<file path="src/verilog/nvpi_pkg.sv">
// Package of constants and types for the native video pixel input.
package nvpi_pkg;
  // ---------------------------------------------------------------
  // Pixel word layout
  // ---------------------------------------------------------------
  localparam int PIXEL_W = 48;
  localparam int SLOT_HI_TOP = 47;
  localparam int SLOT_MID_TOP = 31;
  localparam int SLOT_LO_TOP = 15;
  localparam int SLOT_W = 16;
  localparam int MAX_PPC = 4;
  localparam int LINE_CNT_W = 16;
  localparam int PIX_CNT_W = 16;
  // ---------------------------------------------------------------
  // Sampling formats
  // ---------------------------------------------------------------
  typedef enum logic [1:0] {NVPI_RGB, NVPI_YCC444, NVPI_YCC422, NVPI_YONLY} nvpi_fmt_e;
  // Reset values
  localparam logic [15:0] LINE_RST = 16'h0000;
  localparam logic [15:0] PIX_RST = 16'h0000;
endpackage

</file>
<file path="src/verilog/nvpi_if.sv">
// Interface carrying the native video timing and pixel lines.
`timescale 1ns/1ps
interface nvpi_if #(parameter int PPC = 4);
  logic vsync; // Vertical sync, high during pulse
  logic hsync; // Horizontal sync, high during pulse
  logic de; // Data valid, high for active pixels
  logic [PPC*48-1:0] pixels; // Pixel words, pixel 0 lowest
  modport source (output vsync, output hsync, output de, output pixels);
  modport sink (input vsync, input hsync, input de, input pixels);
endinterface

</file>
<file path="src/verilog/nvpi_sink.sv">
// Device end: native video input capture with two-entry output buffer.
`timescale 1ns/1ps
module nvpi_sink
  import nvpi_pkg::*;
#(
  parameter int PPC = 4
)
(
  input wire logic mclk, // Video clock
  input wire logic reset, // Synchronous reset, active high
  input wire nvpi_fmt_e fmt, // Sampling format, static
  nvpi_if.sink vid, // Native video port
  output logic m_valid, // Output group available
  input wire logic m_ready, // Receiver takes group
  output logic [PPC*48-1:0] m_data, // Stream-order pixels
  output logic m_sof, // Group is first of frame
  output logic m_eol, // Group is last of line
  output logic [PPC-1:0] m_is_cr, // 422 chroma of pixel is Cr
  output logic [LINE_CNT_W-1:0] line_count, // Lines since frame start
  output logic overflow // Word lost while buffer full
);
  // ---------------------------------------------------------------
  // State
  // ---------------------------------------------------------------
  localparam int EW = PPC*48 + 2 + PPC;
  typedef struct packed {
    logic vs;
    logic hs;
    logic de;
    logic [PPC*48-1:0] pix;
    logic sof_pend;
    logic chroma_cr;
    logic [LINE_CNT_W-1:0] lines;
    logic held;
    logic [EW-1:0] hold_w;
    logic [1:0] cnt;
    logic [EW-1:0] b0;
    logic [EW-1:0] b1;
    logic ovf;
  } nvpi_snk_s;
  nvpi_snk_s q;
  nvpi_snk_s next_q;
  // ---------------------------------------------------------------
  // Remap native word into stream slot order
  // ---------------------------------------------------------------
  logic [PPC*48-1:0] remap;
  logic [PPC-1:0] cr_flags;
  genvar g;
  generate
    for (g = 0; g < PPC; g++)
    begin : g_pix
      logic [47:0] w;
      logic [15:0] top;
      logic [15:0] mid;
      logic [15:0] low;
      assign w = q.pix[g*48 +: 48];
      // Left-aligned slots at 47, 31 and 15
      assign top = w[SLOT_HI_TOP -: SLOT_W];
      assign mid = w[SLOT_MID_TOP -: SLOT_W];
      assign low = w[SLOT_LO_TOP -: SLOT_W];
      // Comp1 low, comp2 middle, comp3 high; Y-only luma sits in top
      assign remap[g*48 +: 48] = (fmt == NVPI_YCC422) ? {16'h0000, top, mid} :
                                 (fmt == NVPI_YONLY) ? {32'h0000_0000, top} :
                                 {top, low, mid};
      // Cb on even pixels of a line, Cr on odd
      assign cr_flags[g] = (fmt == NVPI_YCC422) && ((g % 2 == 1) ^ q.chroma_cr);
    end
  endgenerate
  // ---------------------------------------------------------------
  // Capture and buffer
  // ---------------------------------------------------------------
  logic vs_fall;
  logic hs_rise;
  logic cap;
  logic push;
  logic pop;
  logic [EW-1:0] word;
  assign vs_fall = q.vs && !vid.vsync;
  assign hs_rise = !q.hs && vid.hsync;
  // Hold a captured group one cycle to learn its end-of-line mark
  assign cap = q.de;
  assign push = q.held;
  assign pop = m_valid && m_ready;
  assign word = q.hold_w;
  always_comb
  begin
    next_q = q;
    // Inputs registered on the rising clock
    next_q.vs = vid.vsync;
    next_q.hs = vid.hsync;
    next_q.de = vid.de;
    next_q.pix = vid.pixels;
    // Counter wraps silently; taller frames alias
    if (hs_rise)
      next_q.lines = q.lines + LINE_CNT_W'(1);
    // Two entries cover one stall cycle per line; longer stalls drop words
    // Buffer pop then push
    if (pop)
    begin
      next_q.b0 = q.b1;
      next_q.cnt = q.cnt - 2'd1;
    end
    next_q.held = cap; // Valid-gated capture only
    if (cap)
    begin
      next_q.hold_w = {remap, q.sof_pend, 1'b0, cr_flags};
      next_q.sof_pend = 1'b0;
      if (PPC % 2 == 1)
        next_q.chroma_cr = !q.chroma_cr;
    end
    // Chroma phase restarts per line, not per valid gap,
    // so a toggling valid keeps Cb and Cr alternating
    if (hs_rise)
      next_q.chroma_cr = 1'b0;
    if (q.held)
      next_q.hold_w[PPC] = !q.de; // End of line when valid dropped
    if (push)
    begin
      if (next_q.cnt == 2'd2)
        next_q.ovf = 1'b1; // Sticky until next frame
      else if (next_q.cnt == 2'd1)
      begin
        next_q.b1 = q.held ? {word[EW-1:PPC+1], !q.de, word[PPC-1:0]} : word;
        next_q.cnt = 2'd2;
      end
      else
      begin
        next_q.b0 = {word[EW-1:PPC+1], !q.de, word[PPC-1:0]};
        next_q.cnt = 2'd1;
      end
    end
    // Frame restart on vsync trailing edge clears datapath
    if (vs_fall)
    begin
      next_q.lines = LINE_RST;
      next_q.sof_pend = 1'b1;
      next_q.chroma_cr = 1'b0;
      next_q.held = 1'b0;
      next_q.cnt = 2'd0;
      next_q.ovf = 1'b0;
    end
  end
  // State register
  always_ff @(posedge mclk)
  begin
    if (reset)
    begin
      q <= '0;
      q.sof_pend <= 1'b1;
    end
    else
      q <= next_q;
  end
  assign m_valid = q.cnt != 2'd0;
  assign m_data = q.b0[EW-1 -: PPC*48];
  assign m_sof = q.b0[PPC+1];
  assign m_eol = q.b0[PPC];
  assign m_is_cr = q.b0[PPC-1:0];
  assign line_count = q.lines;
  assign overflow = q.ovf;
endmodule

</file>
<file path="src/flat_wrapper.sv">
// flat-port wrapper written by rule: the top's interface ports become plain ports
module nvpi_sink_flat import nvpi_pkg::*;
#(
  parameter int PPC = 4
)
  (mclk, reset, fmt, m_valid, m_ready, m_data, m_sof, m_eol, m_is_cr, line_count, overflow, vid_vsync, vid_hsync, vid_de, vid_pixels);
  nvpi_if #(.PPC(PPC)) vid_i ();
  input wire logic mclk;
  input wire logic reset;
  input wire nvpi_fmt_e fmt;
  output logic m_valid;
  input wire logic m_ready;
  output logic [PPC*48-1:0] m_data;
  output logic m_sof;
  output logic m_eol;
  output logic [PPC-1:0] m_is_cr;
  output logic [LINE_CNT_W-1:0] line_count;
  output logic overflow;
  input wire logic [$bits(vid_i.vsync)-1:0] vid_vsync;
  input wire logic [$bits(vid_i.hsync)-1:0] vid_hsync;
  input wire logic [$bits(vid_i.de)-1:0] vid_de;
  input wire logic [$bits(vid_i.pixels)-1:0] vid_pixels;
  assign vid_i.vsync = vid_vsync;
  assign vid_i.hsync = vid_hsync;
  assign vid_i.de = vid_de;
  assign vid_i.pixels = vid_pixels;
  nvpi_sink #(.PPC(PPC)) u_core (.mclk(mclk), .reset(reset), .fmt(fmt), .vid(vid_i), .m_valid(m_valid), .m_ready(m_ready), .m_data(m_data), .m_sof(m_sof), .m_eol(m_eol), .m_is_cr(m_is_cr), .line_count(line_count), .overflow(overflow));
endmodule
</file>
<file path="config.mk">
export PLATFORM = sky130hd
export DESIGN_NAME = nvpi_sink_flat
export DESIGN_NICKNAME = d
export VERILOG_FILES = /design/src/verilog/nvpi_pkg.sv /design/src/verilog/nvpi_if.sv /design/src/verilog/nvpi_sink.sv /design/src/flat_wrapper.sv
export SDC_FILE = /design/constraint.sdc
export NUM_CORES = 1
export LEC_CHECK = 0
export ABC_AREA = 1
export BUFFER_PORTS_ARGS = -buffer_cell sky130_fd_sc_hd__clkbuf_2
export CORE_UTILIZATION = 60
export CTS_CLUSTER_DIAMETER = 120
export DETAILED_ROUTE_END_ITERATION = 7
export GPL_TIMING_DRIVEN = 0
export MAX_ROUTING_LAYER = met4
export PLACE_DENSITY = 0.83
export REMOVE_ABC_BUFFERS = 1
export SLEW_MARGIN = 5
export SYNTH_ARGS = -nofsm -noshare
export SYNTH_HDL_FRONTEND = slang
export SYNTH_SLANG_ARGS = --single-unit
</file>
<file path="constraint.sdc">
create_clock -name mclk -period 6.35 [get_ports mclk]
set_input_delay 1.5875 -clock mclk [delete_from_list [all_inputs] [get_ports mclk]]
set_output_delay 1.5875 -clock mclk [all_outputs]
set_load 0.01 [all_outputs]
</file>
==> results of run 1 <==
[report_power, final]
group          switching, W  internal [W]
Combinational      0.000847      0.000421
Clock               0.00195       0.00282
Sequential         0.000163       0.00533
[per-layer routing]
layer | vias up | part of all wire, %
li1 | 12890 | -
met1 | 12530 | 41
met2 | 1152 | 47
met3 | 212 | 8.3
met4 | 0 | 3.2
met5 | - | 0
[cells in the final DEF (no fill, tap or decap), drive strengths merged]
cell type | Yosys | routed
a21oi | 336 | 336
nor3 | 3 | 3
o211ai | 64 | 64
nand3 | 269 | 269
nand4 | 67 | 67
diode | 0 | 2
dfxtp | 803 | 803
ha | 5 | 5
xor2 | 4 | 4
clkbuf | 149 | 525
inv | 501 | 503
o21bai | 1 | 1
clkinv | 2 | 22
xnor2 | 1 | 1
a31oi | 45 | 45
buf | 360 | 29
o21ai | 562 | 562
or2 | 2 | 2
clkinvlp | 0 | 2
bufinv | 0 | 6
nor2 | 293 | 293
nand2 | 592 | 592
[path summary, 6_finish.rpt]
kind / startpoint / endpoint / slack (ns) / depth (start not counted)
worst min register to register: u_core.q[121]$_SDFFE_PP0P_ / u_core.q[121]$_SDFFE_PP0P_ / 0.45 / 2
worst max-delay path: m_ready / u_core.m_data[122]$_SDFF_PP0_ / 1.48 / 12
worst min-delay path: u_core.q[121]$_SDFFE_PP0P_ / u_core.q[121]$_SDFFE_PP0P_ / 0.45 / 2
worst max register to register: u_core.q[397]$_SDFF_PP0_ / u_core.m_data[122]$_SDFF_PP0_ / 1.84 / 14
[stage by stage]
| stage | worst slack [ns] | cells | hold slack, ns |
|---|---|---|---|
| global placement | -16.84 | 4645 | 0.4318 |
| detailed placement | 0.9276 | 4674 | 0.4432 |
| CTS | 1.566 | 4814 | 0.4529 |
| finish | 1.483 | 4816 | 0.4493 |
| floorplan | -4.128 | 3550 | 0.4307 |
| global route | 1.303 | 4815 | 0.4683 |
[worst max-delay path, cell delays in order]
cell and delay (ns):
clkbuf_2 0.10, nand2_4 0.38, o21ai_0 0.55, inv_1 0.11
ha_1 0.26, nor2_4 0.47, nand2_4 0.27, buf_16 0.30
inv_6 0.66, buf_16 0.36, nand3_1 0.14, o21ai_0 0.11
[area by class of cell]
type                            count  area share (%)
Sequential cell                   803           46.08
Multi-Input combinational cell   2244           30.26
Timing Repair Buffer              444           8.071
Clock buffer                      110           6.727
Inverter                          503           5.482
Tap cell                          680           2.438
Clock inverter                     30          0.9287
Antenna cell                        2         0.01434
[flip-flops by register name, indices dropped and copies added, names as in the netlist, 4 cells and up]
| signal | flops |
|---|---|
| u_core.word | 194 |
| u_core.q | 200 |
| u_core.g_pix.top | 64 |
| u_core.m_data | 192 |
| u_core.line_count | 16 |
| u_core.m_is_cr | 4 |
| u_core.g_pix.mid | 64 |
| u_core.g_pix.low | 64 |
[cell families (layout without fill, tap and decap cells)]
| kind of cell | count (synthesis) | after routing | share of synthesized area (%) |
|---|---|---|---|
| AOI/OAI and AO/OA | 1008 | 1008 | 16.76 |
| xor gates and xnor gates | 5 | 5 | 0.1394 |
| adders and majority gates | 5 | 5 | 0.1992 |
| buffers and inverters | 1012 | 1087 | 15.40 |
| DFF | 803 | 803 | 51.18 |
| other | 0 | 2 | 0 |
| and+or+nand+nor | 1226 | 1226 | 16.33 |
==> flow_summary.toml, run 1 <==
[yosys]
synthArstFlopShare_pct = 0
ys_ff_latch = 803
synthCells = 4059
ys_warn_count = 0
synth_area_mm2 = 0.03141
synth.most_common_cell = "dfxtp_1"
ys_top_cells_by_count = "dfxtp_1 (803), nand2_1 (589), inv_1 (496)"
yosysTopAreaCell = "dfxtp_1"
avgSynthCellArea_um2 = 7.739
yosysTopAreaCellShare_pct = 51.18
synthFlopType = "dfxtp_1"
synth_seq_area_share_pct = 51.18
ys_top_cells_by_area = "dfxtp_1 (51%), o21ai_0 (7.5%), nand2_1 (7.0%)"
synth_cell_types = 29
synth_edf_count = 0

[grt]
grt_max_degree = 148
grt_pass1_wl_um = 128900
grtUsageMet2_pct = 49.13
grt_usage_pct = 30.78
gr-usage-met3_pct = 6.435
grt_pass1_vias = 25000
antenna_found_initial = 1
met1_usage_pct = 37.88
grt_overflow = 0
busiest_layer = "met2"

[clock_tree]
cts.sinks = 803
clock_latency_ns = 0.61
clock_path_buffers = 3
cts_buffers = 78
cts_resized = 0
ctsHoldBuffers = 0
clk_pin_slew_worst_paths_ns = 0.06
cts_setup_buffers = 0
htreeDepth = 3
cts_tree = "done"
root_buffer = "clkbuf_16"

[routing]
remaining_drc_errors = 0
routed_wl_um = 81530
drt-vias-per-instance = 5.561
dr.pass1.iters = 5
first_iter_violations = 2355
wire_per_inst_um = 16.93
antenna_left = 0
vias = 26780

[final_layout]
nets = 4279
seqCellArea_mm2 = 0.01608
fin_area_mm2 = 0.03489
areaGrowthSynthToFinish_pct = 11.08
multi_input_area_mm2 = 0.01056
fillers = 4109
layout-drive-gt1-share_pct = 14.34
fin_util_pct = 67.74

[timing]
setup_violations = 0
maxSlewViolCount = 0
finalSetupTns_ns = 0
clock_skew_ns = 0.02026
relSlewSlack_pct = 33.55
worst_pin_slew_ns = 0.9968
final.period_utilization_pct = 76.64
max_freq_ghz = 0.2055
layout_min_cycle_time_ns = 4.867
rsz0062_at_grt = "no"
hold_violations = 0

[die]
coreArea_mm2 = 0.05151
die_w_um = 230.8
io-pin-count = 416
start_util_pct = 60.98
fp.dieH_um = 230.8
num_rows = 83
dieArea_mm2 = 0.05327

[power_and_ir_drop]
power_leakage_nw = 14.64
power_density_mw_per_mm2 = 330.8
p_total_w = 0.01154
peakVddDrop_mv = 0.2946

[worst_setup_path]
worstPathRequired_ns = 6.88
end_kind = "register"
critPathKind = "input pin to register"
crit_fanout = 87
cp.arrival_ns = 5.40
cp-start-kind = "input pin"

[placement]
port_buffers = 415
gp_congestion = 0.8200
dpl_cell_area_mm2 = 0.03222
dp_hpwl_um = 45210

[job]
maxCapViolCount = 0

[min_path]
hold_path.class = "register to register"

[status]
status = "finished, final reports clean"
(Power assumes the default switching activity.)
==> run 2: changes to the inputs <==
--- a/config.mk
+++ b/config.mk
@@ -5,14 +5,14 @@
 export SDC_FILE = /design/constraint.sdc
 export NUM_CORES = 1
 export LEC_CHECK = 0
-export ABC_AREA = 1
+export ABC_AREA = 0
 export BUFFER_PORTS_ARGS = -buffer_cell sky130_fd_sc_hd__clkbuf_2
-export CORE_UTILIZATION = 60
+export CORE_UTILIZATION = 52
 export CTS_CLUSTER_DIAMETER = 120
 export DETAILED_ROUTE_END_ITERATION = 7
 export GPL_TIMING_DRIVEN = 0
 export MAX_ROUTING_LAYER = met4
-export PLACE_DENSITY = 0.83
+export PLACE_DENSITY = 0.76
 export REMOVE_ABC_BUFFERS = 1
 export SLEW_MARGIN = 5
 export SYNTH_ARGS = -nofsm -noshare
==> constraint.sdc (replaced) <==
create_clock -name mclk -period 4.1 [get_ports mclk]
set_input_delay 1.025 -clock mclk [delete_from_list [all_inputs] [get_ports mclk]]
set_output_delay 1.025 -clock mclk [all_outputs]
set_load 0.01 [all_outputs]
==> run 2 against run 1 <==
Sequential share of layout area decreased by 2.3 points. Clock-buffer cell count increased by 8. Die area increased by 19%. Non-clock buffer count increased by 25. Via count decreased by 4.0%. Total power increased by 58%. Worst setup slack got worse by 1.3 ns. Critical path depth unchanged. Sequential power increased by 53%.
==> flow_summary.toml, run 2 <==
[power_and_ir_drop]
pwr-share-comb_pct = 10.5
clockPowerShare_pct = 43.4
power_density_mw_per_mm2 = 496.4
power_leakage_nw = 13.90
sw_frac_of_total_pct = 25.13
p_switching_w = 0.004582
intPower_w = 0.01365
peakVddDrop_mv = 0.3563
p_seq_share_pct = 46.0

[placement]
port_buffers = 415
dpl.cell_count = 4605
dp_hpwl_um = 47630
gp_congestion = 0.7935

[timing]
worst_pin_slew_ns = 0.9080
rsz0062_at_grt = "no"
final.period_utilization_pct = 96.26
setup_violations = 0
max_freq_ghz = 0.2534
layout_min_cycle_time_ns = 3.947
relSlewSlack_pct = 39.47
clock_skew_ns = 0.02054
finalSetupTns_ns = 0
maxSlewViolCount = 0
hold_violations = 0

[yosys]
synthCells = 3826
yosysTopAreaCell = "dfxtp_1"
synth_compound_area_share_pct = 17.21
synth_seq_area_share_pct = 49.64
synth_cell_types = 39
post_synth_fa_ha_maj_area_fraction_pct = 0.1932
ys_top_cells_by_area = "dfxtp_1 (50%), nand2_1 (11%), a311oi_2 (7.9%)"
yosysTopAreaCellShare_pct = 49.64
synth_xor_area_share_pct = 0.3245
synth_area_mm2 = 0.03238
ys_warn_count = 0
avgSynthCellArea_um2 = 8.464
muxShareOfSynthArea_pct = 0.1893
synth_edf_count = 0
synth.most_common_cell = "nand2_1"
synthFlopType = "dfxtp_1"
ys_top_cells_by_count = "nand2_1 (980), dfxtp_1 (803), nor2_1 (472)"
synth-simple-area-share_pct = 22.33
ys_ff_latch = 803
synthArstFlopShare_pct = 0
synth_top_family_by_area = "simple AND/OR/NAND/NOR gates"

[routing]
vias = 25720
antenna_left = 0
first_iter_violations = 1905
wire_per_inst_um = 16.98
dr.pass1.iters = 5
drt-vias-per-instance = 5.397
remaining_drc_errors = 0
routed_wl_um = 80900

[job]
maxCapViolCount = 0

[final_layout]
stdcell_count = 4766
final_cell_mix = "nand2_1 (979), dfxtp_1 (802), nor2_1 (472)"
areaGrowthSynthToFinish_pct = 13.41
layout-drive-gt1-share_pct = 19.97
nets = 4063
regMostFlops = "u_core.q"
final_common_cell = "nand2_1"
largest_reg_flops = 200

[clock_tree]
htreeDepth = 3
cts_tree = "done"
clock_latency_ns = 0.62
clk_pin_slew_worst_paths_ns = 0.06
cts_buffers = 83
ctsHoldBuffers = 0
clock_path_buffers = 3
root_buffer = "clkbuf_16"
cts.sinks = 803

[min_path]
min_path_cells = 2
hold_path.class = "register to register"
worst_hold_path.endpoint = "u_core.q[36]$_SDFFE_PP0P_"
hp-start = "u_core.word[35]$_SDFFE_PP0P_"

[grt]
grt_pass1_vias = 24480
grt_max_degree = 122
grt_pass1_wl_um = 128000
antenna_found_initial = 9
grt_usage_pct = 25.53
grt_overflow = 0

[die]
num_rows = 91
fp.dieH_um = 251.6
start_util_pct = 52.57
coreArea_mm2 = 0.06160
dieArea_mm2 = 0.06328
io-pin-count = 416
die_w_um = 251.6

[worst_setup_path]
worstPathRequired_ns = 4.62
regToRegSetupSlack_ns = 0.15
end_kind = "register"
cp-start-kind = "register"
rr_endpoint = "u_core.m_data[11]$_SDFF_PP0_"
crit_fanout = 61
critPathKind = "register to register"
cp.arrival_ns = 4.46
critPathLaunch = "u_core.q[397]$_SDFF_PP0_"
timing.rr.start = "u_core.q[397]$_SDFF_PP0_"
reg2reg_depth = 12

[status]
status = "finished, final reports clean"
==> run 2: final cells by class <==
| type | instances | area (um^2) |
|---|---|---|
| antenna | 9 | 22.52 |
| clock buffer | 118 | 2431 |
| clock inverter | 29 | 455.4 |
| fill | 5342 | 24870 |
| inverter | 71 | 269.0 |
| multi-input combinational | 2430 | 13080 |
| sequential | 803 | 16080 |
| tap | 837 | 1047 |
| timing repair buffer | 469 | 3338 |
==> run 2: through the flow <==
stage / setup slack [ns] / instance area, um^2 / hold slack, ns / total power, W / utilization, %
2_1_floorplan: -13.96 / 29380 / 0.4303 / 0.009616 / -
3_3_place_gp: -26.43 / 32500 / 0.4378 / 0.01065 / 52.76
3_5_place_dp: -0.6199 / 33770 / 0.4465 / 0.01046 / 54.83
4_1_cts: 0.05403 / 36670 / 0.4547 / 0.01837 / 59.54
5_1_grt: 0.01768 / 36720 / 0.4677 / 0.01886 / 59.62
6_report: 0.1532 / 36730 / 0.4511 / 0.01823 / 59.62
==> run 2: how the worst max path moves through the flow <==
| stage | end | slack [ns] | depth (start not counted) |
|---|---|---|---|
| final | u_core.m_data[11]$_SDFF_PP0_ | 0.15 | 12 |
| after global routing | u_core.m_data[11]$_SDFF_PP0_ | 0.02 | 12 |
| after CTS | u_core.q[179]$_SDFFE_PP0P_ | 0.05 | 14 |
| after detailed placement | u_core.m_data[11]$_SDFF_PP0_ | -0.62 | 11 |
| after global placement | u_core.m_eol$_SDFF_PP0_ | -26.43 | 8 |
| after floorplan | u_core.m_eol$_SDFF_PP0_ | -13.96 | 6 |
==> run 2: what timing repair did <==
item | 4_1_cts | 5_1_grt
endpoints found under the hold margin | 0 | 0
cloned | 1 | 1
gates resized for setup | 1 | 0
buffers inserted | 0 | 3
setup endpoints to repair | 32 | 50
pin swaps | 1 | 0
==> run 2: cells by family after synthesis <==
kind of cell,count (synthesis)
buffers and inverters,595
AO/OA/AOI/OAI,657
XOR/XNOR,12
adder cells (fa/ha/maj),5
flip-flops,803
AND/OR/NAND/NOR,1748
multiplexers,6
==> run 2: worst max-delay path: stages (launching register included) <==
cell and delay, ns:
dfxtp_1 0.30, inv_1 0.06, ha_1 0.37, nor2b_4 0.50, buf_12 0.25, mux2_2 0.40
inv_1 0.07, ha_2 0.23, or3b_4 0.52, buf_16 0.35, buf_16 0.33, nor2_1 0.10
a311oi_2 0.27
==> run 2: power by group through the flow <==
stage	Sequential (W)	Clock (W)	Combinational, W
floorplan	0.00862	0	0.00100
global placement	0.00861	0	0.00203
detailed placement	0.00856	0	0.00190
CTS	0.00839	0.00806	0.00192
global route	0.00843	0.00834	0.00209
finish	0.00839	0.00792	0.00192
==> run 2: per-layer routing <==
metal	GRT usage, %	wire length (um)	part of all wire [%]
met1	31.47	35280	44
met2	41.61	38210	47
met3	4.787	5005	6.2
met4	9.321	2416	3.0
met5	-	0	0
